`src/design/cvf_pkg.sv`:
```
package cvf_pkg;

  // Bus and counter widths.
  localparam int CVF_ADDR_W = 10;
  localparam int CVF_DATA_W = 8;
  localparam int CVF_CNT_W  = 16;
  localparam int CVF_NUM_IF = 3;

  // Interface indices into the frame-valid vector and the counter arrays.
  localparam int CVF_IF_HOST  = 0;
  localparam int CVF_IF_LOWER = 1;
  localparam int CVF_IF_UPPER = 2;

  // Byte fields of a 16-bit count.
  localparam int CVF_HI_MSB = 15;
  localparam int CVF_HI_LSB = 8;
  localparam int CVF_LO_MSB = 7;
  localparam int CVF_LO_LSB = 0;

  // Count limits and reset values.
  localparam logic [CVF_CNT_W-1:0]  CVF_CNT_MAX   = 16'hFFFF;
  localparam logic [CVF_CNT_W-1:0]  CVF_CNT_ZERO  = 16'h0000;
  localparam logic [CVF_CNT_W-1:0]  CVF_CNT_ONE   = 16'h0001;
  localparam logic [CVF_DATA_W-1:0] CVF_BYTE_ZERO = 8'h00;

  // High-byte registers: host, lower chain port, upper chain port.
  localparam logic [CVF_ADDR_W-1:0] CVF_HIGH_OFS [CVF_NUM_IF] = '{10'h26B, 10'h26D, 10'h26F};

  // Low-byte registers, same order.
  localparam logic [CVF_ADDR_W-1:0] CVF_LOW_OFS [CVF_NUM_IF] = '{10'h26C, 10'h26E, 10'h270};

  // Snapshot trigger registers, same order.
  localparam logic [CVF_ADDR_W-1:0] CVF_SNAP_OFS [CVF_NUM_IF] = '{10'h265, 10'h266, 10'h267};

  // One register bus request, sampled on the rising edge of mclk.
  typedef struct packed {
    logic [CVF_ADDR_W-1:0] addr;
    logic [CVF_DATA_W-1:0] wdata;
    logic                  wr;
    logic                  rd;
  } cvf_bus_req_t;

endpackage

```
`src/design/cvf_counters.sv`:
```
`timescale 1ns/1ps

module cvf_counters (
  input  wire logic                                 mclk,
  input  wire logic                                 rst_b,
  input  wire cvf_pkg::cvf_bus_req_t                bus_req,
  input  wire logic [cvf_pkg::CVF_NUM_IF-1:0]       frame_valid,
  output logic      [cvf_pkg::CVF_DATA_W-1:0]       rdata
);

  // True when a read strobe addresses the given offset.
  function automatic logic rd_hit(input cvf_pkg::cvf_bus_req_t req,
                                  input logic [cvf_pkg::CVF_ADDR_W-1:0] ofs);
    rd_hit = req.rd && (req.addr == ofs);
  endfunction

  // Each interface keeps a live running count and a snapshot that software reads.
  // Reading only the snapshot means the two bytes of one count can never tear apart.
  // The price is that the count registers show nothing new until the next trigger read.
  logic [cvf_pkg::CVF_CNT_W-1:0]  run_reg  [cvf_pkg::CVF_NUM_IF];
  logic [cvf_pkg::CVF_CNT_W-1:0]  snap_reg [cvf_pkg::CVF_NUM_IF];
  logic [cvf_pkg::CVF_NUM_IF-1:0] snap_hit;
  logic [cvf_pkg::CVF_DATA_W-1:0] rdata_reg;
  logic [cvf_pkg::CVF_DATA_W-1:0] rdata_next;

  // Frame-valid pulses come from the receivers on mclk, so they need no synchroniser.
  genvar gi;
  generate
    for (gi = 0; gi < cvf_pkg::CVF_NUM_IF; gi++) begin : g_if

      // A read of the interface's trigger register starts a new interval.
      assign snap_hit[gi] = rd_hit(bus_req, cvf_pkg::CVF_SNAP_OFS[gi]);

      // Running count; a frame in the snapshot cycle is kept as the first of the new interval.
      always_ff @(posedge mclk or negedge rst_b) begin
        if (!rst_b) begin
          run_reg[gi] <= cvf_pkg::CVF_CNT_ZERO;
        end else if (snap_hit[gi]) begin
          run_reg[gi] <= frame_valid[gi] ? cvf_pkg::CVF_CNT_ONE : cvf_pkg::CVF_CNT_ZERO;
        end else if (frame_valid[gi] && (run_reg[gi] != cvf_pkg::CVF_CNT_MAX)) begin
          run_reg[gi] <= run_reg[gi] + cvf_pkg::CVF_CNT_ONE;
        end
      end

      // Both bytes load from one 16-bit copy in one cycle, so high and low never mix intervals.
      always_ff @(posedge mclk or negedge rst_b) begin
        if (!rst_b) begin
          snap_reg[gi] <= cvf_pkg::CVF_CNT_ZERO;
        end else if (snap_hit[gi]) begin
          snap_reg[gi] <= run_reg[gi];
        end
      end

    end
  endgenerate

  // Read decode; writes are never decoded, so every register here ignores them.
  always_comb begin
    rdata_next = cvf_pkg::CVF_BYTE_ZERO;
    for (int i = 0; i < cvf_pkg::CVF_NUM_IF; i++) begin
      if (rd_hit(bus_req, cvf_pkg::CVF_HIGH_OFS[i])) begin
        rdata_next = snap_reg[i][cvf_pkg::CVF_HI_MSB:cvf_pkg::CVF_HI_LSB];
      end
      if (rd_hit(bus_req, cvf_pkg::CVF_LOW_OFS[i])) begin
        rdata_next = snap_reg[i][cvf_pkg::CVF_LO_MSB:cvf_pkg::CVF_LO_LSB];
      end
    end
  end

  // Read data stands only in the cycle after the strobe and is zero otherwise.
  always_ff @(posedge mclk or negedge rst_b) begin
    if (!rst_b) begin
      rdata_reg <= cvf_pkg::CVF_BYTE_ZERO;
    end else begin
      rdata_reg <= rdata_next;
    end
  end

  assign rdata = rdata_reg;

  // Lower chain port: one frame adds exactly one below full scale.
  a_lower_count_step: assert property (
    @(posedge mclk) disable iff (!rst_b)
    frame_valid[cvf_pkg::CVF_IF_LOWER] && !snap_hit[cvf_pkg::CVF_IF_LOWER]
      && run_reg[cvf_pkg::CVF_IF_LOWER] != cvf_pkg::CVF_CNT_MAX
    |=> run_reg[cvf_pkg::CVF_IF_LOWER] == $past(run_reg[cvf_pkg::CVF_IF_LOWER]) + cvf_pkg::CVF_CNT_ONE)
    else $error("lower port count did not advance by one");

  // Lower chain port: no frame, no snapshot, no change.
  a_lower_count_idle: assert property (
    @(posedge mclk) disable iff (!rst_b)
    !frame_valid[cvf_pkg::CVF_IF_LOWER] && !snap_hit[cvf_pkg::CVF_IF_LOWER]
    |=> $stable(run_reg[cvf_pkg::CVF_IF_LOWER]))
    else $error("lower port count moved without a frame");

  // Lower chain port: full scale holds across frames.
  a_lower_sat_hold: assert property (
    @(posedge mclk) disable iff (!rst_b)
    run_reg[cvf_pkg::CVF_IF_LOWER] == cvf_pkg::CVF_CNT_MAX && !snap_hit[cvf_pkg::CVF_IF_LOWER]
    |=> run_reg[cvf_pkg::CVF_IF_LOWER] == cvf_pkg::CVF_CNT_MAX)
    else $error("lower port count left full scale without a snapshot");

  // Lower chain port: snapshot copies the count and restarts it.
  a_lower_snap_clear: assert property (
    @(posedge mclk) disable iff (!rst_b)
    snap_hit[cvf_pkg::CVF_IF_LOWER]
    |=> snap_reg[cvf_pkg::CVF_IF_LOWER] == $past(run_reg[cvf_pkg::CVF_IF_LOWER])
      && run_reg[cvf_pkg::CVF_IF_LOWER]
         == ($past(frame_valid[cvf_pkg::CVF_IF_LOWER]) ? cvf_pkg::CVF_CNT_ONE : cvf_pkg::CVF_CNT_ZERO))
    else $error("lower port snapshot did not copy and clear");

  // Snapshot registers of every interface change only on their own trigger read.
  a_snap_held_host: assert property (
    @(posedge mclk) disable iff (!rst_b)
    !snap_hit[cvf_pkg::CVF_IF_HOST] |=> $stable(snap_reg[cvf_pkg::CVF_IF_HOST]))
    else $error("host snapshot changed outside a trigger read");

  a_snap_held_lower: assert property (
    @(posedge mclk) disable iff (!rst_b)
    !snap_hit[cvf_pkg::CVF_IF_LOWER] |=> $stable(snap_reg[cvf_pkg::CVF_IF_LOWER]))
    else $error("lower port snapshot changed outside a trigger read");

  a_snap_held_upper: assert property (
    @(posedge mclk) disable iff (!rst_b)
    !snap_hit[cvf_pkg::CVF_IF_UPPER] |=> $stable(snap_reg[cvf_pkg::CVF_IF_UPPER]))
    else $error("upper port snapshot changed outside a trigger read");

  // Host interface: one frame adds one below full scale, and full scale holds.
  a_host_count_step: assert property (
    @(posedge mclk) disable iff (!rst_b)
    frame_valid[cvf_pkg::CVF_IF_HOST] && !snap_hit[cvf_pkg::CVF_IF_HOST]
    |=> run_reg[cvf_pkg::CVF_IF_HOST]
        == (($past(run_reg[cvf_pkg::CVF_IF_HOST]) == cvf_pkg::CVF_CNT_MAX) ? cvf_pkg::CVF_CNT_MAX
            : $past(run_reg[cvf_pkg::CVF_IF_HOST]) + cvf_pkg::CVF_CNT_ONE))
    else $error("host count did not step or saturate");

  // Upper chain port: same stepping and saturation.
  a_upper_count_step: assert property (
    @(posedge mclk) disable iff (!rst_b)
    frame_valid[cvf_pkg::CVF_IF_UPPER] && !snap_hit[cvf_pkg::CVF_IF_UPPER]
    |=> run_reg[cvf_pkg::CVF_IF_UPPER]
        == (($past(run_reg[cvf_pkg::CVF_IF_UPPER]) == cvf_pkg::CVF_CNT_MAX) ? cvf_pkg::CVF_CNT_MAX
            : $past(run_reg[cvf_pkg::CVF_IF_UPPER]) + cvf_pkg::CVF_CNT_ONE))
    else $error("upper port count did not step or saturate");

  // Host interface: trigger read copies and clears.
  a_host_snap_clear: assert property (
    @(posedge mclk) disable iff (!rst_b)
    snap_hit[cvf_pkg::CVF_IF_HOST]
    |=> snap_reg[cvf_pkg::CVF_IF_HOST] == $past(run_reg[cvf_pkg::CVF_IF_HOST])
      && run_reg[cvf_pkg::CVF_IF_HOST]
         == ($past(frame_valid[cvf_pkg::CVF_IF_HOST]) ? cvf_pkg::CVF_CNT_ONE : cvf_pkg::CVF_CNT_ZERO))
    else $error("host snapshot did not copy and clear");

  // Upper chain port: trigger read copies and clears.
  a_upper_snap_clear: assert property (
    @(posedge mclk) disable iff (!rst_b)
    snap_hit[cvf_pkg::CVF_IF_UPPER]
    |=> snap_reg[cvf_pkg::CVF_IF_UPPER] == $past(run_reg[cvf_pkg::CVF_IF_UPPER])
      && run_reg[cvf_pkg::CVF_IF_UPPER]
         == ($past(frame_valid[cvf_pkg::CVF_IF_UPPER]) ? cvf_pkg::CVF_CNT_ONE : cvf_pkg::CVF_CNT_ZERO))
    else $error("upper port snapshot did not copy and clear");

  // Reading a high byte returns bits 15 to 8 of the snapshot one cycle later.
  a_high_byte_read: assert property (
    @(posedge mclk) disable iff (!rst_b)
    rd_hit(bus_req, cvf_pkg::CVF_HIGH_OFS[cvf_pkg::CVF_IF_LOWER])
    |=> rdata == snap_reg[cvf_pkg::CVF_IF_LOWER][cvf_pkg::CVF_HI_MSB:cvf_pkg::CVF_HI_LSB])
    else $error("lower port high byte read returned wrong data");

  // Reading a low byte returns bits 7 to 0 of the snapshot one cycle later.
  a_low_byte_read: assert property (
    @(posedge mclk) disable iff (!rst_b)
    rd_hit(bus_req, cvf_pkg::CVF_LOW_OFS[cvf_pkg::CVF_IF_HOST])
    |=> rdata == snap_reg[cvf_pkg::CVF_IF_HOST][cvf_pkg::CVF_LO_MSB:cvf_pkg::CVF_LO_LSB])
    else $error("host low byte read returned wrong data");

  // A write disturbs neither the upper port snapshot and running count nor the host snapshot.
  a_write_ignored: assert property (
    @(posedge mclk) disable iff (!rst_b)
    bus_req.wr && !(|frame_valid) && !(|snap_hit)
    |=> $stable(snap_reg[cvf_pkg::CVF_IF_UPPER]) && $stable(run_reg[cvf_pkg::CVF_IF_UPPER])
      && $stable(snap_reg[cvf_pkg::CVF_IF_HOST]))
    else $error("a write changed a count register");

  // With no read strobe the read data return to zero next cycle.
  a_idle_rdata_zero: assert property (
    @(posedge mclk) disable iff (!rst_b)
    !bus_req.rd |=> rdata == cvf_pkg::CVF_BYTE_ZERO)
    else $error("read data not zero after an idle cycle");

  // Host interface: no frame, no snapshot, no change.
  a_host_count_idle: assert property (
    @(posedge mclk) disable iff (!rst_b)
    !frame_valid[cvf_pkg::CVF_IF_HOST] && !snap_hit[cvf_pkg::CVF_IF_HOST]
    |=> $stable(run_reg[cvf_pkg::CVF_IF_HOST]))
    else $error("host count moved without a frame");

  // Upper chain port: no frame, no snapshot, no change.
  a_upper_count_idle: assert property (
    @(posedge mclk) disable iff (!rst_b)
    !frame_valid[cvf_pkg::CVF_IF_UPPER] && !snap_hit[cvf_pkg::CVF_IF_UPPER]
    |=> $stable(run_reg[cvf_pkg::CVF_IF_UPPER]))
    else $error("upper port count moved without a frame");

  // Host interface: full scale holds across frames until a snapshot.
  a_host_sat_hold: assert property (
    @(posedge mclk) disable iff (!rst_b)
    run_reg[cvf_pkg::CVF_IF_HOST] == cvf_pkg::CVF_CNT_MAX && !snap_hit[cvf_pkg::CVF_IF_HOST]
    |=> run_reg[cvf_pkg::CVF_IF_HOST] == cvf_pkg::CVF_CNT_MAX)
    else $error("host count left full scale without a snapshot");

  // Upper chain port: full scale holds across frames until a snapshot.
  a_upper_sat_hold: assert property (
    @(posedge mclk) disable iff (!rst_b)
    run_reg[cvf_pkg::CVF_IF_UPPER] == cvf_pkg::CVF_CNT_MAX && !snap_hit[cvf_pkg::CVF_IF_UPPER]
    |=> run_reg[cvf_pkg::CVF_IF_UPPER] == cvf_pkg::CVF_CNT_MAX)
    else $error("upper port count left full scale without a snapshot");

  // Lower chain port: the last frame below full scale lands exactly on full scale.
  a_lower_sat_reach: assert property (
    @(posedge mclk) disable iff (!rst_b)
    frame_valid[cvf_pkg::CVF_IF_LOWER] && !snap_hit[cvf_pkg::CVF_IF_LOWER]
      && run_reg[cvf_pkg::CVF_IF_LOWER] == cvf_pkg::CVF_CNT_MAX - cvf_pkg::CVF_CNT_ONE
    |=> run_reg[cvf_pkg::CVF_IF_LOWER] == cvf_pkg::CVF_CNT_MAX)
    else $error("lower port count did not reach full scale");

  // Host interface: the last frame below full scale lands exactly on full scale.
  a_host_sat_reach: assert property (
    @(posedge mclk) disable iff (!rst_b)
    frame_valid[cvf_pkg::CVF_IF_HOST] && !snap_hit[cvf_pkg::CVF_IF_HOST]
      && run_reg[cvf_pkg::CVF_IF_HOST] == cvf_pkg::CVF_CNT_MAX - cvf_pkg::CVF_CNT_ONE
    |=> run_reg[cvf_pkg::CVF_IF_HOST] == cvf_pkg::CVF_CNT_MAX)
    else $error("host count did not reach full scale");

  // Upper chain port: the last frame below full scale lands exactly on full scale.
  a_upper_sat_reach: assert property (
    @(posedge mclk) disable iff (!rst_b)
    frame_valid[cvf_pkg::CVF_IF_UPPER] && !snap_hit[cvf_pkg::CVF_IF_UPPER]
      && run_reg[cvf_pkg::CVF_IF_UPPER] == cvf_pkg::CVF_CNT_MAX - cvf_pkg::CVF_CNT_ONE
    |=> run_reg[cvf_pkg::CVF_IF_UPPER] == cvf_pkg::CVF_CNT_MAX)
    else $error("upper port count did not reach full scale");

  // Reading the host high byte returns bits 15 to 8 of its snapshot one cycle later.
  a_host_high_read: assert property (
    @(posedge mclk) disable iff (!rst_b)
    rd_hit(bus_req, cvf_pkg::CVF_HIGH_OFS[cvf_pkg::CVF_IF_HOST])
    |=> rdata == snap_reg[cvf_pkg::CVF_IF_HOST][cvf_pkg::CVF_HI_MSB:cvf_pkg::CVF_HI_LSB])
    else $error("host high byte read returned wrong data");

  // Reading the upper port high byte returns bits 15 to 8 of its snapshot one cycle later.
  a_upper_high_read: assert property (
    @(posedge mclk) disable iff (!rst_b)
    rd_hit(bus_req, cvf_pkg::CVF_HIGH_OFS[cvf_pkg::CVF_IF_UPPER])
    |=> rdata == snap_reg[cvf_pkg::CVF_IF_UPPER][cvf_pkg::CVF_HI_MSB:cvf_pkg::CVF_HI_LSB])
    else $error("upper port high byte read returned wrong data");

  // Reading the lower port low byte returns bits 7 to 0 of its snapshot one cycle later.
  a_lower_low_read: assert property (
    @(posedge mclk) disable iff (!rst_b)
    rd_hit(bus_req, cvf_pkg::CVF_LOW_OFS[cvf_pkg::CVF_IF_LOWER])
    |=> rdata == snap_reg[cvf_pkg::CVF_IF_LOWER][cvf_pkg::CVF_LO_MSB:cvf_pkg::CVF_LO_LSB])
    else $error("lower port low byte read returned wrong data");

  // Reading the upper port low byte returns bits 7 to 0 of its snapshot one cycle later.
  a_upper_low_read: assert property (
    @(posedge mclk) disable iff (!rst_b)
    rd_hit(bus_req, cvf_pkg::CVF_LOW_OFS[cvf_pkg::CVF_IF_UPPER])
    |=> rdata == snap_reg[cvf_pkg::CVF_IF_UPPER][cvf_pkg::CVF_LO_MSB:cvf_pkg::CVF_LO_LSB])
    else $error("upper port low byte read returned wrong data");

  // A trigger read itself returns zero; the fresh snapshot is read afterwards.
  a_trigger_reads_zero: assert property (
    @(posedge mclk) disable iff (!rst_b)
    |snap_hit |=> rdata == cvf_pkg::CVF_BYTE_ZERO)
    else $error("trigger read returned nonzero data");

  // A write leaves the lower port snapshot and running count alone.
  a_write_kept_lower: assert property (
    @(posedge mclk) disable iff (!rst_b)
    bus_req.wr && !(|frame_valid) && !(|snap_hit)
    |=> $stable(snap_reg[cvf_pkg::CVF_IF_LOWER]) && $stable(run_reg[cvf_pkg::CVF_IF_LOWER]))
    else $error("a write changed a lower port count register");

  // A read of any place outside the count registers returns zero.
  a_unmapped_read_zero: assert property (
    @(posedge mclk) disable iff (!rst_b)
    bus_req.rd
      && !rd_hit(bus_req, cvf_pkg::CVF_HIGH_OFS[cvf_pkg::CVF_IF_HOST])
      && !rd_hit(bus_req, cvf_pkg::CVF_LOW_OFS[cvf_pkg::CVF_IF_HOST])
      && !rd_hit(bus_req, cvf_pkg::CVF_HIGH_OFS[cvf_pkg::CVF_IF_LOWER])
      && !rd_hit(bus_req, cvf_pkg::CVF_LOW_OFS[cvf_pkg::CVF_IF_LOWER])
      && !rd_hit(bus_req, cvf_pkg::CVF_HIGH_OFS[cvf_pkg::CVF_IF_UPPER])
      && !rd_hit(bus_req, cvf_pkg::CVF_LOW_OFS[cvf_pkg::CVF_IF_UPPER])
    |=> rdata == cvf_pkg::CVF_BYTE_ZERO)
    else $error("unmapped read returned nonzero data");

  // A lower port trigger read leaves the other running counts where they were.
  a_other_runs_kept: assert property (
    @(posedge mclk) disable iff (!rst_b)
    snap_hit[cvf_pkg::CVF_IF_LOWER] && !frame_valid[cvf_pkg::CVF_IF_HOST] && !frame_valid[cvf_pkg::CVF_IF_UPPER]
    |=> $stable(run_reg[cvf_pkg::CVF_IF_HOST]) && $stable(run_reg[cvf_pkg::CVF_IF_UPPER]))
    else $error("lower port trigger disturbed another running count");

endmodule

```
`config.mk`:
```
export PLATFORM = sky130hd
export DESIGN_NAME = cvf_counters
export DESIGN_NICKNAME = d
export VERILOG_FILES = /design/src/design/cvf_pkg.sv /design/src/design/cvf_counters.sv
export SDC_FILE = /design/constraint.sdc
export NUM_CORES = 1
export LEC_CHECK = 0
export ABC_AREA = 0
export BUFFER_PORTS_ARGS = -buffer_cell sky130_fd_sc_hd__buf_4
export CAP_MARGIN = 10
export CORE_MARGIN = 5
export CORE_UTILIZATION = 61
export CTS_BUF_LIST = sky130_fd_sc_hd__clkbuf_16
export DETAILED_ROUTE_END_ITERATION = 8
export PLACE_DENSITY = 0.8
export SLEW_MARGIN = 25
export SYNTH_ARGS = -nofsm -noshare
export SYNTH_HDL_FRONTEND = slang
export SYNTH_SLANG_ARGS = --single-unit
```
`constraint.sdc`:
```
create_clock -name mclk -period 2 [get_ports mclk]
set_clock_uncertainty 0.05 [all_clocks]
set_input_delay 0.2 -clock mclk [delete_from_list [all_inputs] [get_ports mclk]]
set_output_delay 0.2 -clock mclk [all_outputs]
set_load 0.05 [all_outputs]
```
==> summary.md, run 1 <==
| Metric | Value |
|---|---|
| IR drop worst, VDD | 0.686 mV |
| Number of levels in the clock H-tree | 3 |
| Worst endpoint required time | 2210 ps |
| Synthesized instance count | 593 |
| Hold/Removal Path Class | primary input to flip-flop |
| Result of the run | finished, final reports clean |
| Arrival time of the worst setup path | 2090 ps |
| Worst Hold Path Cells | 3 |
| Max-Cap Viols | 0 |
| Area overhead of the layout relative to synthesis | 12.3% |
| Register bit total from synthesis | 104 |
| Clock power frac | 0.348 |
| Hold Fails Final Rpt | 0 |
| Routed Antenna Nets | 0 |
| Setup repair after global routing missed its margin | false |
| Max clock buf depth | 2 |
| Core region area | 0.00859 sq mm |
| Cell Pwr Density | 803 mW/mm^2 |
| Effective utilization at floorplan | 0.616 |
| Total GRT Usage | 0.242 |
| Maximum number of pins on one net before global-route repair | 49 |
| Capture point of the worst reg-to-reg path | run_reg[41]$_DFFE_PN0P_ |
| Antenna violations before repair | 0 |
| Setup slack, reg-to-reg | 120 ps |
| Number of warning messages in the yosys log | 0 |
| Total clock buffers created by CTS | 9 |
| Sum of overflow across all layers after global routing | 0 |
| DIE AREA | 0.0106 sq mm |
| Die width | 103 microns |
| P_leak | 2.68 nW |
| CTS tree | built |
| Last weighted congestion value of the routability-driven placer | 0.930 |
| Total Neg Setup Slack | 0 ps |
| Minimum clock period after layout | 1880 ps |
| Total wire length | 12.0 mm |
| Vias per inst | 6.17 |
| Period Utilization, post-route | 0.942 |
| Total placed instance area | 0.00565 sq mm |
| Total of buffers placed on input and output ports | 23 |
| Clock sink count | 104 |
| Worst-Margin Slew | 735 ps |
| Average footprint of a synthesized cell | 8.93 sq um |
| Upper clock frequency limit | 531 MHz |
| Switch share | 0.272 |
| Clock transition at path regs | 70 ps |
| Largest driver fanout on the critical path | 8 |
| Startpoint of the most critical hold path | frame_valid[2] |
| Antenna diode instance count | 0 |
| Tightest slew margin relative to the limit | 0.507 |
| HPWL after detailed placement | 8.75 mm |
| Number of synthesized flops with an enable pin | 0 |
| Sequential fraction of design power | 0.523 |
| Residual DRC count | 0 |
| Vias after detailed routing | 4538 |
| Portion of the post-synthesis area used by sequential elements | 0.492 |
| I/O pins | 33 |
| Most used DFF post-synth | dfrtp_1 |
| Die Height | 103 microns |
| Int Pwr | 0.00347 W |
| Cell area after technology mapping | 0.00529 sq mm |
| Endpoint with the worst hold slack | run_reg[0]$_DFFE_PN0P_ |
| Kind of critical path | flip-flop to flip-flop |
| Startpoint class of the critical path | flip-flop |
| Max-slew violation total from the final report | 0 |
| Switch Pwr | 0.00130 W |
| Clock latency at the later pin of the worst-skew pair | 340 ps |
| Post-synthesis async set-or-reset flop share | 1.00 |
| Syn_nets | 621 |
| Global-route wire length before repair | 20.1 mm |
| Clock Root Buffer | clkbuf_16 |
| DRC marker count from the first detailed-route iteration | 233 |
| Vias in the first global route | 4257 |
| Crit end category | flip-flop |
| Average wire per standard cell | 16.3 microns |
| Worst reg2reg path depth | 4 |
| Non-Filler Cell Area, Final | 0.00594 sq mm |
| Standard-cell rows | 34 |
| Final setup violation count | 0 |
| Relative contribution of combinational cells to total power | 0.129 |
| Fraction of layout cells with a size suffix above 1 | 0.107 |
| Worst flop-to-flop path startpoint | run_reg[35]$_DFFE_PN0P_ |
| Number of distinct library cells after synthesis | 52 |
| Number of search-and-repair iterations in the first detailed-routing pass | 5 |
| Fin nets | 651 |
## synthesized netlist by cell type, drive strengths merged, types with 2 or more instances
| library cell | n | area share |
|---|---|---|
| nand2 | 152 | 0.11 |
| dfrtp | 104 | 0.49 |
| a21oi | 48 | 0.045 |
| o21ai | 32 | 0.030 |
| nand4 | 23 | 0.028 |
| nor2 | 20 | 0.014 |
| nand3 | 19 | 0.019 |
| or3 | 19 | 0.023 |
| buf | 15 | 0.017 |
| clkbuf | 15 | 0.014 |
| inv | 14 | 0.0099 |
| or4 | 13 | 0.019 |
| o31ai | 12 | 0.017 |
| nor3 | 11 | 0.010 |
| nor4 | 11 | 0.014 |
| mux2i | 10 | 0.019 |
| and4 | 9 | 0.015 |
| a221o | 8 | 0.015 |
| o2bb2ai | 8 | 0.013 |
| and3 | 5 | 0.0059 |
| nor2b | 5 | 0.0059 |
| o211ai | 5 | 0.0071 |
| nand3b | 4 | 0.0057 |
| a211oi | 3 | 0.0043 |
| and3b | 3 | 0.0050 |
| ha | 3 | 0.0071 |
| nor3b | 3 | 0.0043 |
| o311ai | 3 | 0.0064 |
| a41oi | 2 | 0.0033 |
| and2 | 2 | 0.0024 |
| nand2b | 2 | 0.0024 |
## worst max-delay path by stage
| stage | from | end | slack [ps] |
|---|---|---|---|
| 4_1_cts | run_reg[22]$_DFFE_PN0P_ | run_reg[31]$_DFFE_PN0P_ | 150 |
| 2_1_floorplan | run_reg[16]$_DFFE_PN0P_ | run_reg[21]$_DFFE_PN0P_ | 210 |
| 3_3_place_gp | run_reg[22]$_DFFE_PN0P_ | run_reg[31]$_DFFE_PN0P_ | 220 |
| 6_report | run_reg[35]$_DFFE_PN0P_ | run_reg[41]$_DFFE_PN0P_ | 120 |
| 5_1_grt | run_reg[35]$_DFFE_PN0P_ | run_reg[41]$_DFFE_PN0P_ | 7 |
| 3_5_place_dp | run_reg[22]$_DFFE_PN0P_ | run_reg[31]$_DFFE_PN0P_ | 150 |
## metal layers
layer,part of all wire,vias to the layer above,track usage
li1,-,2202,-
met1,0.46,2193,0.342
met2,0.47,128,0.375
met3,0.054,15,0.0582
met4,0.016,0,0.0657
met5,0,-,0
## layout by cell type (no fill, tap or decap), types with 2 or more instances in the layout
master     synthesis  routed
nand2b_1           2       2
nor3b_1            3       3
and2_1             2       2
o211ai_1           5       5
nor4_1            10       9
nand4_1           22      22
a21oi_1           48      48
buf_12             0       2
a211oi_1           3       3
or3_1             18      18
o2bb2ai_1          8       8
and3_1             5       5
inv_1             14      15
o311ai_0           2       2
dfrtp_1          104     104
or4_1             12      12
nor2_1            20      20
nor2b_1            5       5
mux2i_1           10      10
nand3b_1           4       4
nor3_1            11      11
ha_1               3       3
o21ai_0           32      32
a221o_1            8       8
clkbuf_16          0       9
o31ai_1           12      12
nor4_2             1       2
and4_1             8       8
clkinv_1           0       4
a41oi_1            2       2
and3b_1            3       3
nand3_1           18      18
nand2_1          152     152
buf_4              1      46
## area by class of cell
class | instances | area (sq um)
multi-input combinational | 445 | 2480
tap | 108 | 135
clock buffer | 9 | 225
fill | 679 | 2650
timing repair buffer | 49 | 395
inverter | 14 | 52.6
clock inverter | 7 | 53.8
sequential | 104 | 2600
## kinds of logic (layout without fill, tap and decap cells)
family,Yosys count,count (layout),share of synthesized area
DFF,104,104,0.492
xor gates and xnor gates,1,1,0.00166
buffers and inverters,44,79,0.0414
AOI/OAI and AO/OA,127,127,0.151
muxes,10,10,0.0189
adders and majority gates,3,3,0.00709
and+or+nand+nor,304,304,0.288
## stage by stage
step	utilization	hold slack (ps)	total power [W]	instances	setup slack [ps]
2_1_floorplan	-	-146	0.00290	593	214
3_3_place_gp	0.657	48.2	0.00309	719	221
3_5_place_dp	0.657	54.5	0.00313	719	147
4_1_cts	0.691	107	0.00478	736	151
5_1_grt	0.691	115	0.00499	736	7.41
6_report	0.691	116	0.00477	736	116
## what timing repair did
item,CTS,global route
resized for setup,0,1
endpoints found under the setup margin,0,3
setup buffers,0,0
hold endpoints to repair,16,0
hold buffers,1,0
## critical path, cell delays in order, from the launching register on
cell and delay, ps:
dfrtp_1 480, and4_1 340, nand3_1 260, or4_1 530, a21oi_1 160
## power groups by stage
stage	Sequential (W)	Clock, W	Combinational (W)
detailed placement	0.00253	0	0.000605
global placement	0.00251	0	0.000575
global route	0.00252	0.00178	0.000694
finish	0.00250	0.00166	0.000615
CTS	0.00249	0.00168	0.000615
floorplan	0.00245	0	0.000454
Power figures use the tool's default switching activity.
==> run 2: changes to the inputs <==
--- a/config.mk
+++ b/config.mk
@@ -7,12 +7,13 @@
 export LEC_CHECK = 0
 export ABC_AREA = 0
 export BUFFER_PORTS_ARGS = -buffer_cell sky130_fd_sc_hd__buf_4
-export CAP_MARGIN = 10
+export CELL_PAD_IN_SITES_DETAIL_PLACEMENT = 0
+export CELL_PAD_IN_SITES_GLOBAL_PLACEMENT = 1
 export CORE_MARGIN = 5
-export CORE_UTILIZATION = 61
+export CORE_UTILIZATION = 47
 export CTS_BUF_LIST = sky130_fd_sc_hd__clkbuf_16
 export DETAILED_ROUTE_END_ITERATION = 8
-export PLACE_DENSITY = 0.8
+export PLACE_DENSITY_LB_ADDON = 0.1
 export SLEW_MARGIN = 25
 export SYNTH_ARGS = -nofsm -noshare
 export SYNTH_HDL_FRONTEND = slang
==> run 2 against run 1 <==
Compared with the run above:
- maximum frequency increased by 1.6%
- critical path type unchanged
- total power rose by 5.8%
- worst hold slack lost 1.8 ps
- sequential share of layout area shrank 1.0 points
- critical endpoint is now run_reg[31]$_DFFE_PN0P_
- combinational power up 13%
==> summary.md, run 2 (same netlist as run 1, synthesis figures left out) <==
| Metric | Value |
|---|---|
| Total clock buffers created by CTS | 9 (unchanged) |
| Max-slew violation total from the final report | 0 (unchanged) |
| Final setup violation count | 0 (unchanged) |
| Dpl ws | 154 ps (+6.88 ps) |
| Setup repair after global routing missed its margin | false |
| # Post-CTS Setup Buffers | 0 (unchanged) |
| Max-Cap Viols | 0 (unchanged) |
| Fraction of layout cells with a size suffix above 1 | 0.121 (+0.0146) |
| Vias in the first global route | 4439 (+4.3%) |
| Vias after detailed routing | 4561 (+0.51%) |
| Die width | 116 microns (+13%) |
| Worst endpoint required time | 2220 ps (about the same) |
| Total of buffers placed on input and output ports | 23 (unchanged) |
| Largest driver fanout on the critical path | 5 (-3) |
| HPWL after detailed placement | 9.44 mm (+7.9%) |
| Number of search-and-repair iterations in the first detailed-routing pass | 4 (-1) |
| IR drop worst, VDD | 0.585 mV (-15%) |
| Core region area | 0.0109 sq mm (+27%) |
| Antenna violations before repair | 0 (unchanged) |
| Clock Root Buffer | clkbuf_16 |
| Standard-cell rows | 38 (+12%) |
| Clock latency at the later pin of the worst-skew pair | 340 ps (about the same) |
| Global-route wire length before repair | 22.2 mm (+10%) |
| Area overhead of the layout relative to synthesis | 14.9% |
| Kind of critical path | flip-flop to flip-flop |
| Placed cell count | 758 (+5.4%) |
| DIE AREA | 0.0135 sq mm (+27%) |
| Worst-Margin Slew | 775 ps (+40.5 ps) |
| CTS tree | built |
| I/O pins | 33 (unchanged) |
| Hold Fails Final Rpt | 0 (unchanged) |
| Total wire length | 13.1 mm (+9.2%) |
| Fill count | 1030 (+52%) |
| Crit end category | flip-flop |
| Startpoint class of the critical path | flip-flop |
| Residual DRC count | 0 (unchanged) |
| Hold/Removal Path Class | primary input to flip-flop |
| Clock sink count | 104 (unchanged) |
| Result of the run | finished, final reports clean |
| Period Utilization, post-route | 0.927 (-0.0152) |
| Total Neg Setup Slack | 0 ps (unchanged) |
| Leading cell type in the layout, fill and taps excluded | nand2_1 |
| Highest-count cells in the layout ignoring fill and taps | nand2_1 (152), dfrtp_1 (104), buf_4 (52) |
| Antenna diode instance count | 0 (unchanged) |
| Clock transition at path regs | 70 ps (about the same) |
| Tightest slew margin relative to the limit | 0.479 (-0.0272) |
| Number of levels in the clock H-tree | 3 (unchanged) |
| Fin nets | 658 (+1.1%) |
| Effective utilization at floorplan | 0.484 (-0.132) |
| P_leak | 2.73 nW (+1.9%) |
| Vias per inst | 5.89 (-4.6%) |
| Sum of overflow across all layers after global routing | 0 (unchanged) |
| Last weighted congestion value of the routability-driven placer | 0.870 (-6.5%) |
| Hold slack | 115 ps (-1.84 ps) |
| Cell Pwr Density | 831 mW/mm^2 (+3.4%) |
| Die Height | 116 microns (+13%) |
| Average wire per standard cell | 16.9 microns (+3.7%) |
| Minimum clock period after layout | 1850 ps (-30.4 ps) |
| Maximum number of pins on one net before global-route repair | 49 (unchanged) |
| Upper clock frequency limit | 539 MHz (+1.6%) |
| Max clock buf depth | 2 (unchanged) |
| Final worst setup slack | 146 ps (+30.4 ps) |
| Non-Filler Cell Area, Final | 0.00608 sq mm (+2.3%) |
| Routed Antenna Nets | 0 (unchanged) |
| Arrival time of the worst setup path | 2070 ps (-20 ps) |
| Total GRT Usage | 0.206 (-0.0354) |
| Filler-free cell count of the finished design | 775 (+5.3%) |
| Total placed instance area | 0.00575 sq mm (+1.9%) |
| DRC marker count from the first detailed-route iteration | 340 (+46%) |
run 2: cell count changes in the layout (fill, tap and decap cells not counted), sizes merged:
cell and change:
clkinv -2, buf +7, bufinv +1, clkinvlp +1
run 2: report_power, final:
group          switching, W  total, W  internal (W)  leakage, nW
clock network      0.000798   0.00190       0.00110        0.153
registers          0.000191   0.00246       0.00227         1.38
logic              0.000397  0.000692      0.000295         1.19
run 2: worst paths after layout:
path	slack (ps)	from	cells after the start	end
min in group asynchronous	300	rst_b	2	run_reg[28]$_DFFE_PN0P_
max in group asynchronous	900	rst_b	3	run_reg[29]$_DFFE_PN0P_
setup reg to reg	150	run_reg[22]$_DFFE_PN0P_	4	run_reg[31]$_DFFE_PN0P_
hold reg to reg	420	snap_reg[36]$_DFFE_PN0P_	2	snap_reg[36]$_DFFE_PN0P_
setup / recovery	150	run_reg[22]$_DFFE_PN0P_	4	run_reg[31]$_DFFE_PN0P_
hold / removal	110	frame_valid[2]	3	run_reg[0]$_DFFE_PN0P_
run 2: final cells by class:
class | count | area (sq um) | area share
multi-input cells | 445 | 2470 | 0.406
flip-flops and latches | 104 | 2600 | 0.428
inverters | 14 | 52.6 | 0.00864
clock buffers | 9 | 225 | 0.0370
well taps | 140 | 175 | 0.0288
repair buffers | 56 | 460 | 0.0757
clock inverters | 7 | 93.8 | 0.0154
run 2: layer usage:
| metal | wire [microns] | track usage | part of all wire | up-vias |
|---|---|---|---|---|
| met4 | 131 | 0.0394 | 0.010 | 0 |
| met5 | 0 | 0 | 0 | - |
| li1 | - | - | - | 2236 |
| met1 | 5970 | 0.271 | 0.46 | 2242 |
| met3 | 475 | 0.0477 | 0.036 | 14 |
| met2 | 6540 | 0.354 | 0.50 | 69 |
run 2: metrics by stage:
stage / total power, W / utilization
6_report: 0.00505 / 0.556
3_3_place_gp: 0.00315 / 0.526
2_1_floorplan: 0.00290 / -
4_1_cts: 0.00509 / 0.556
3_5_place_dp: 0.00319 / 0.526
5_1_grt: 0.00530 / 0.556
run 2: worst max-delay path, stage by stage, from the launching register on:
cell and delay (ps):
dfrtp_1 430, nand4_2 160, or4_4 580, or4_1 400
a21oi_1 160
run 2: timing repair:
action	in CTS	in global routing
hold endpoints to repair	32	0
setup endpoints to repair	0	1
gates resized for setup	0	1
hold buffers	1	0
==> run 3: changes to the inputs <==
--- a/config.mk
+++ b/config.mk
@@ -9,7 +9,6 @@
 export BUFFER_PORTS_ARGS = -buffer_cell sky130_fd_sc_hd__buf_4
 export CELL_PAD_IN_SITES_DETAIL_PLACEMENT = 0
 export CELL_PAD_IN_SITES_GLOBAL_PLACEMENT = 1
-export CORE_MARGIN = 5
 export CORE_UTILIZATION = 47
 export CTS_BUF_LIST = sky130_fd_sc_hd__clkbuf_16
 export DETAILED_ROUTE_END_ITERATION = 8
==> run 3 against run 2 <==
Compared with the run above:
- cell count is 0.77% lower
- global-route usage is 2.8 points higher
- largest power group unchanged
- clock power shrank 21%
- non-clock buffer count fell by 3
- sequential power is essentially flat
- total power decreased by 7.9%
- sequential share of layout area is 0.79 points higher
- flip-flop and latch count unchanged
- via count is 1.1% lower
- routed wire length down 3.3%
- count of clock-buffer cells in the layout is the same
==> summary.md, run 3 (same netlist as run 1, synthesis figures left out) <==
| Metric | Value |
|---|---|
| Period Utilization, post-route | 0.923 (-0.00383) |
| Minimum clock period after layout | 1850 ps (-7.67 ps) |
| Worst flop-to-flop path startpoint | run_reg[21]$_DFFE_PN0P_ |
| Seq. cell area | 0.00260 sq mm (unchanged) |
| Capture point of the worst reg-to-reg path | run_reg[31]$_DFFE_PN0P_ |
| Highest-count cells in the layout ignoring fill and taps | nand2_1 (152), dfrtp_1 (104), buf_4 (50) |
| Util after Layout | 0.548 (-0.00768) |
| Leading cell type in the layout, fill and taps excluded | nand2_1 |
| Average wire per standard cell | 16.5 microns (-2.5%) |
| Largest driver fanout on the critical path | 7 (+2) |
| Die width | 108 microns (-6.9%) |
| Vias in the first global route | 4329 (-2.5%) |
| Sequential fraction of design power | 0.526 (+0.038) |
| Total GRT Usage | 0.235 (+0.0285) |
| Number of search-and-repair iterations in the first detailed-routing pass | 5 (+1) |
| Number of levels in the clock H-tree | 3 (unchanged) |
| Total clock buffers created by CTS | 9 (unchanged) |
| Clock transition at path regs | 60 ps (about the same) |
| Antenna violations before repair | 0 (unchanged) |
| Clock sink count | 104 (unchanged) |
| DIE AREA | 0.0117 sq mm (-13%) |
| Area of the multi-input gates | 0.00247 sq mm (+0.10%) |
| Max-Cap Viols | 0 (unchanged) |
| Fraction of layout cells with a size suffix above 1 | 0.111 (-0.00997) |
| DRC marker count from the first detailed-route iteration | 304 (-11%) |
| Last weighted congestion value of the routability-driven placer | 0.851 (-2.2%) |
| HPWL after detailed placement | 9.05 mm (-4.2%) |
| Result of the run | finished, final reports clean |
| Worst endpoint required time | 2210 ps (about the same) |
| Antenna diode instance count | 0 (unchanged) |
| Startpoint class of the critical path | flip-flop |
| Total Neg Setup Slack | 0 ps (unchanged) |
| Effective utilization at floorplan | 0.486 (+0.00211) |
| Clock latency at the later pin of the worst-skew pair | 340 ps (about the same) |
| Kind of critical path | flip-flop to flip-flop |
| Endpoint with the worst hold slack | run_reg[0]$_DFFE_PN0P_ |
| Cell Pwr Density | 779 mW/mm^2 (-6.2%) |
| Tightest slew margin relative to the limit | 0.472 (-0.00714) |
| Switch share | 0.275 (+0.000687) |
| Die Height | 108 microns (-6.9%) |
| Global-route wire length before repair | 21.1 mm (-4.8%) |
| Int Pwr | 0.00337 W (-8.0%) |
| Hold/Removal Path Class | primary input to flip-flop |
| Fin nets | 655 (-0.46%) |
| Standard-cell rows | 38 (unchanged) |
| IR drop worst, VDD | 0.679 mV (+16%) |
| Residual DRC count | 0 (unchanged) |
| P_leak | 2.68 nW (-1.9%) |
| Routed Antenna Nets | 0 (unchanged) |
| Vias per inst | 5.86 (-0.35%) |
| Final setup violation count | 0 (unchanged) |
| Setup repair after global routing missed its margin | false |
| I/O pins | 33 (unchanged) |
| Arrival time of the worst setup path | 2060 ps (about the same) |
| Total wire length | 12.7 mm (-3.3%) |
| Clock Root Buffer | clkbuf_16 |
| Max-slew violation total from the final report | 0 (unchanged) |
| Worst Hold Path Cells | 3 (unchanged) |
| Crit end category | flip-flop |
| Startpoint of the most critical hold path | frame_valid[2] |
| Area overhead of the layout relative to synthesis | 12.8% |
| Worst-Margin Slew | 786 ps (+10.6 ps) |
| CTS tree | built |
| Fill count | 1024 (-0.58%) |
| Setup slack, reg-to-reg | 150 ps (about the same) |
| Relative contribution of combinational cells to total power | 0.151 (+0.014) |
| Vias after detailed routing | 4510 (-1.1%) |
| Worst reg2reg path depth | 4 (unchanged) |
| Core region area | 0.0109 sq mm (-0.44%) |
| Maximum number of pins on one net before global-route repair | 105 (+110%) |
| Clock power frac | 0.323 (-0.052) |
| Switch Pwr | 0.00128 W (-7.7%) |
| Upper clock frequency limit | 542 MHz (+0.42%) |
| Hold Fails Final Rpt | 0 (unchanged) |
| Total of buffers placed on input and output ports | 23 (unchanged) |
| Sum of overflow across all layers after global routing | 0 (unchanged) |
| Max clock buf depth | 2 (unchanged) |
run 3: changes by cell type in the layout (fill, tap and decap cells not counted), sizes merged:
cell,delta
buf,-3
bufinv,-2
clkinvlp,-1
run 3: timing repair:
action                     CTS  global route
setup endpoints to repair    0             2
setup buffers                0             0
resized for setup            0             2
hold endpoints to repair   104             0
hold buffers                 1             0
run 3: layout make-up:
type	instances	share of cell area
sequential	104	0.436
clock inverter	4	0.00272
inverter	14	0.00880
tap	140	0.0293
multi-input combinational	445	0.414
clock buffer	9	0.0377
timing repair buffer	53	0.0712
run 3: how the worst max path moves through the flow:
stage,cells after the start,endpoint,slack (ps),from
floorplan,5,run_reg[21]$_DFFE_PN0P_,210,run_reg[16]$_DFFE_PN0P_
detailed placement,6,run_reg[0]$_DFFE_PN0P_,110,bus_req[17]
global route,5,run_reg[28]$_DFFE_PN0P_,20,run_reg[16]$_DFFE_PN0P_
global placement,6,snap_reg[14]$_DFFE_PN0P_,180,bus_req[17]
finish,4,run_reg[31]$_DFFE_PN0P_,150,run_reg[21]$_DFFE_PN0P_
CTS,5,run_reg[10]$_DFFE_PN0P_,140,run_reg[0]$_DFFE_PN0P_
run 3: power by group through the flow:
stage	registers (W)	logic (W)	clock network, W
after CTS	0.00244	0.000702	0.00155
after global placement	0.00248	0.000679	0
final	0.00245	0.000702	0.00150
after floorplan	0.00245	0.000454	0
after global routing	0.00247	0.000783	0.00164
after detailed placement	0.00248	0.000697	0
run 3: metal layers:
metal	GRT usage	routed length, microns	up-vias
met5	0	0	-
met4	0.0675	180	0
met3	0.0494	460	10
met2	0.378	6070	81
met1	0.319	5980	2211
li1	-	-	2208
run 3: critical path, cell delays in order, from the launching register on:
cell and delay (ps):
dfrtp_1 450, nand4_2 130, or4_4 560, or4_1 410, a21oi_1 160
run 3: per-stage QoR:
step                      total power, W  hold slack, ps  cells  cell area, sq um  worst slack, ps
after floorplan                  0.00290            -146    593              5290              214
after global placement           0.00316             264    755              5720              181
after detailed placement         0.00318             265    755              5720              107
after CTS                        0.00470             120    769              5970              139
after global routing             0.00490             135    769              5970             24.2
final                            0.00465             126    769              5970              154
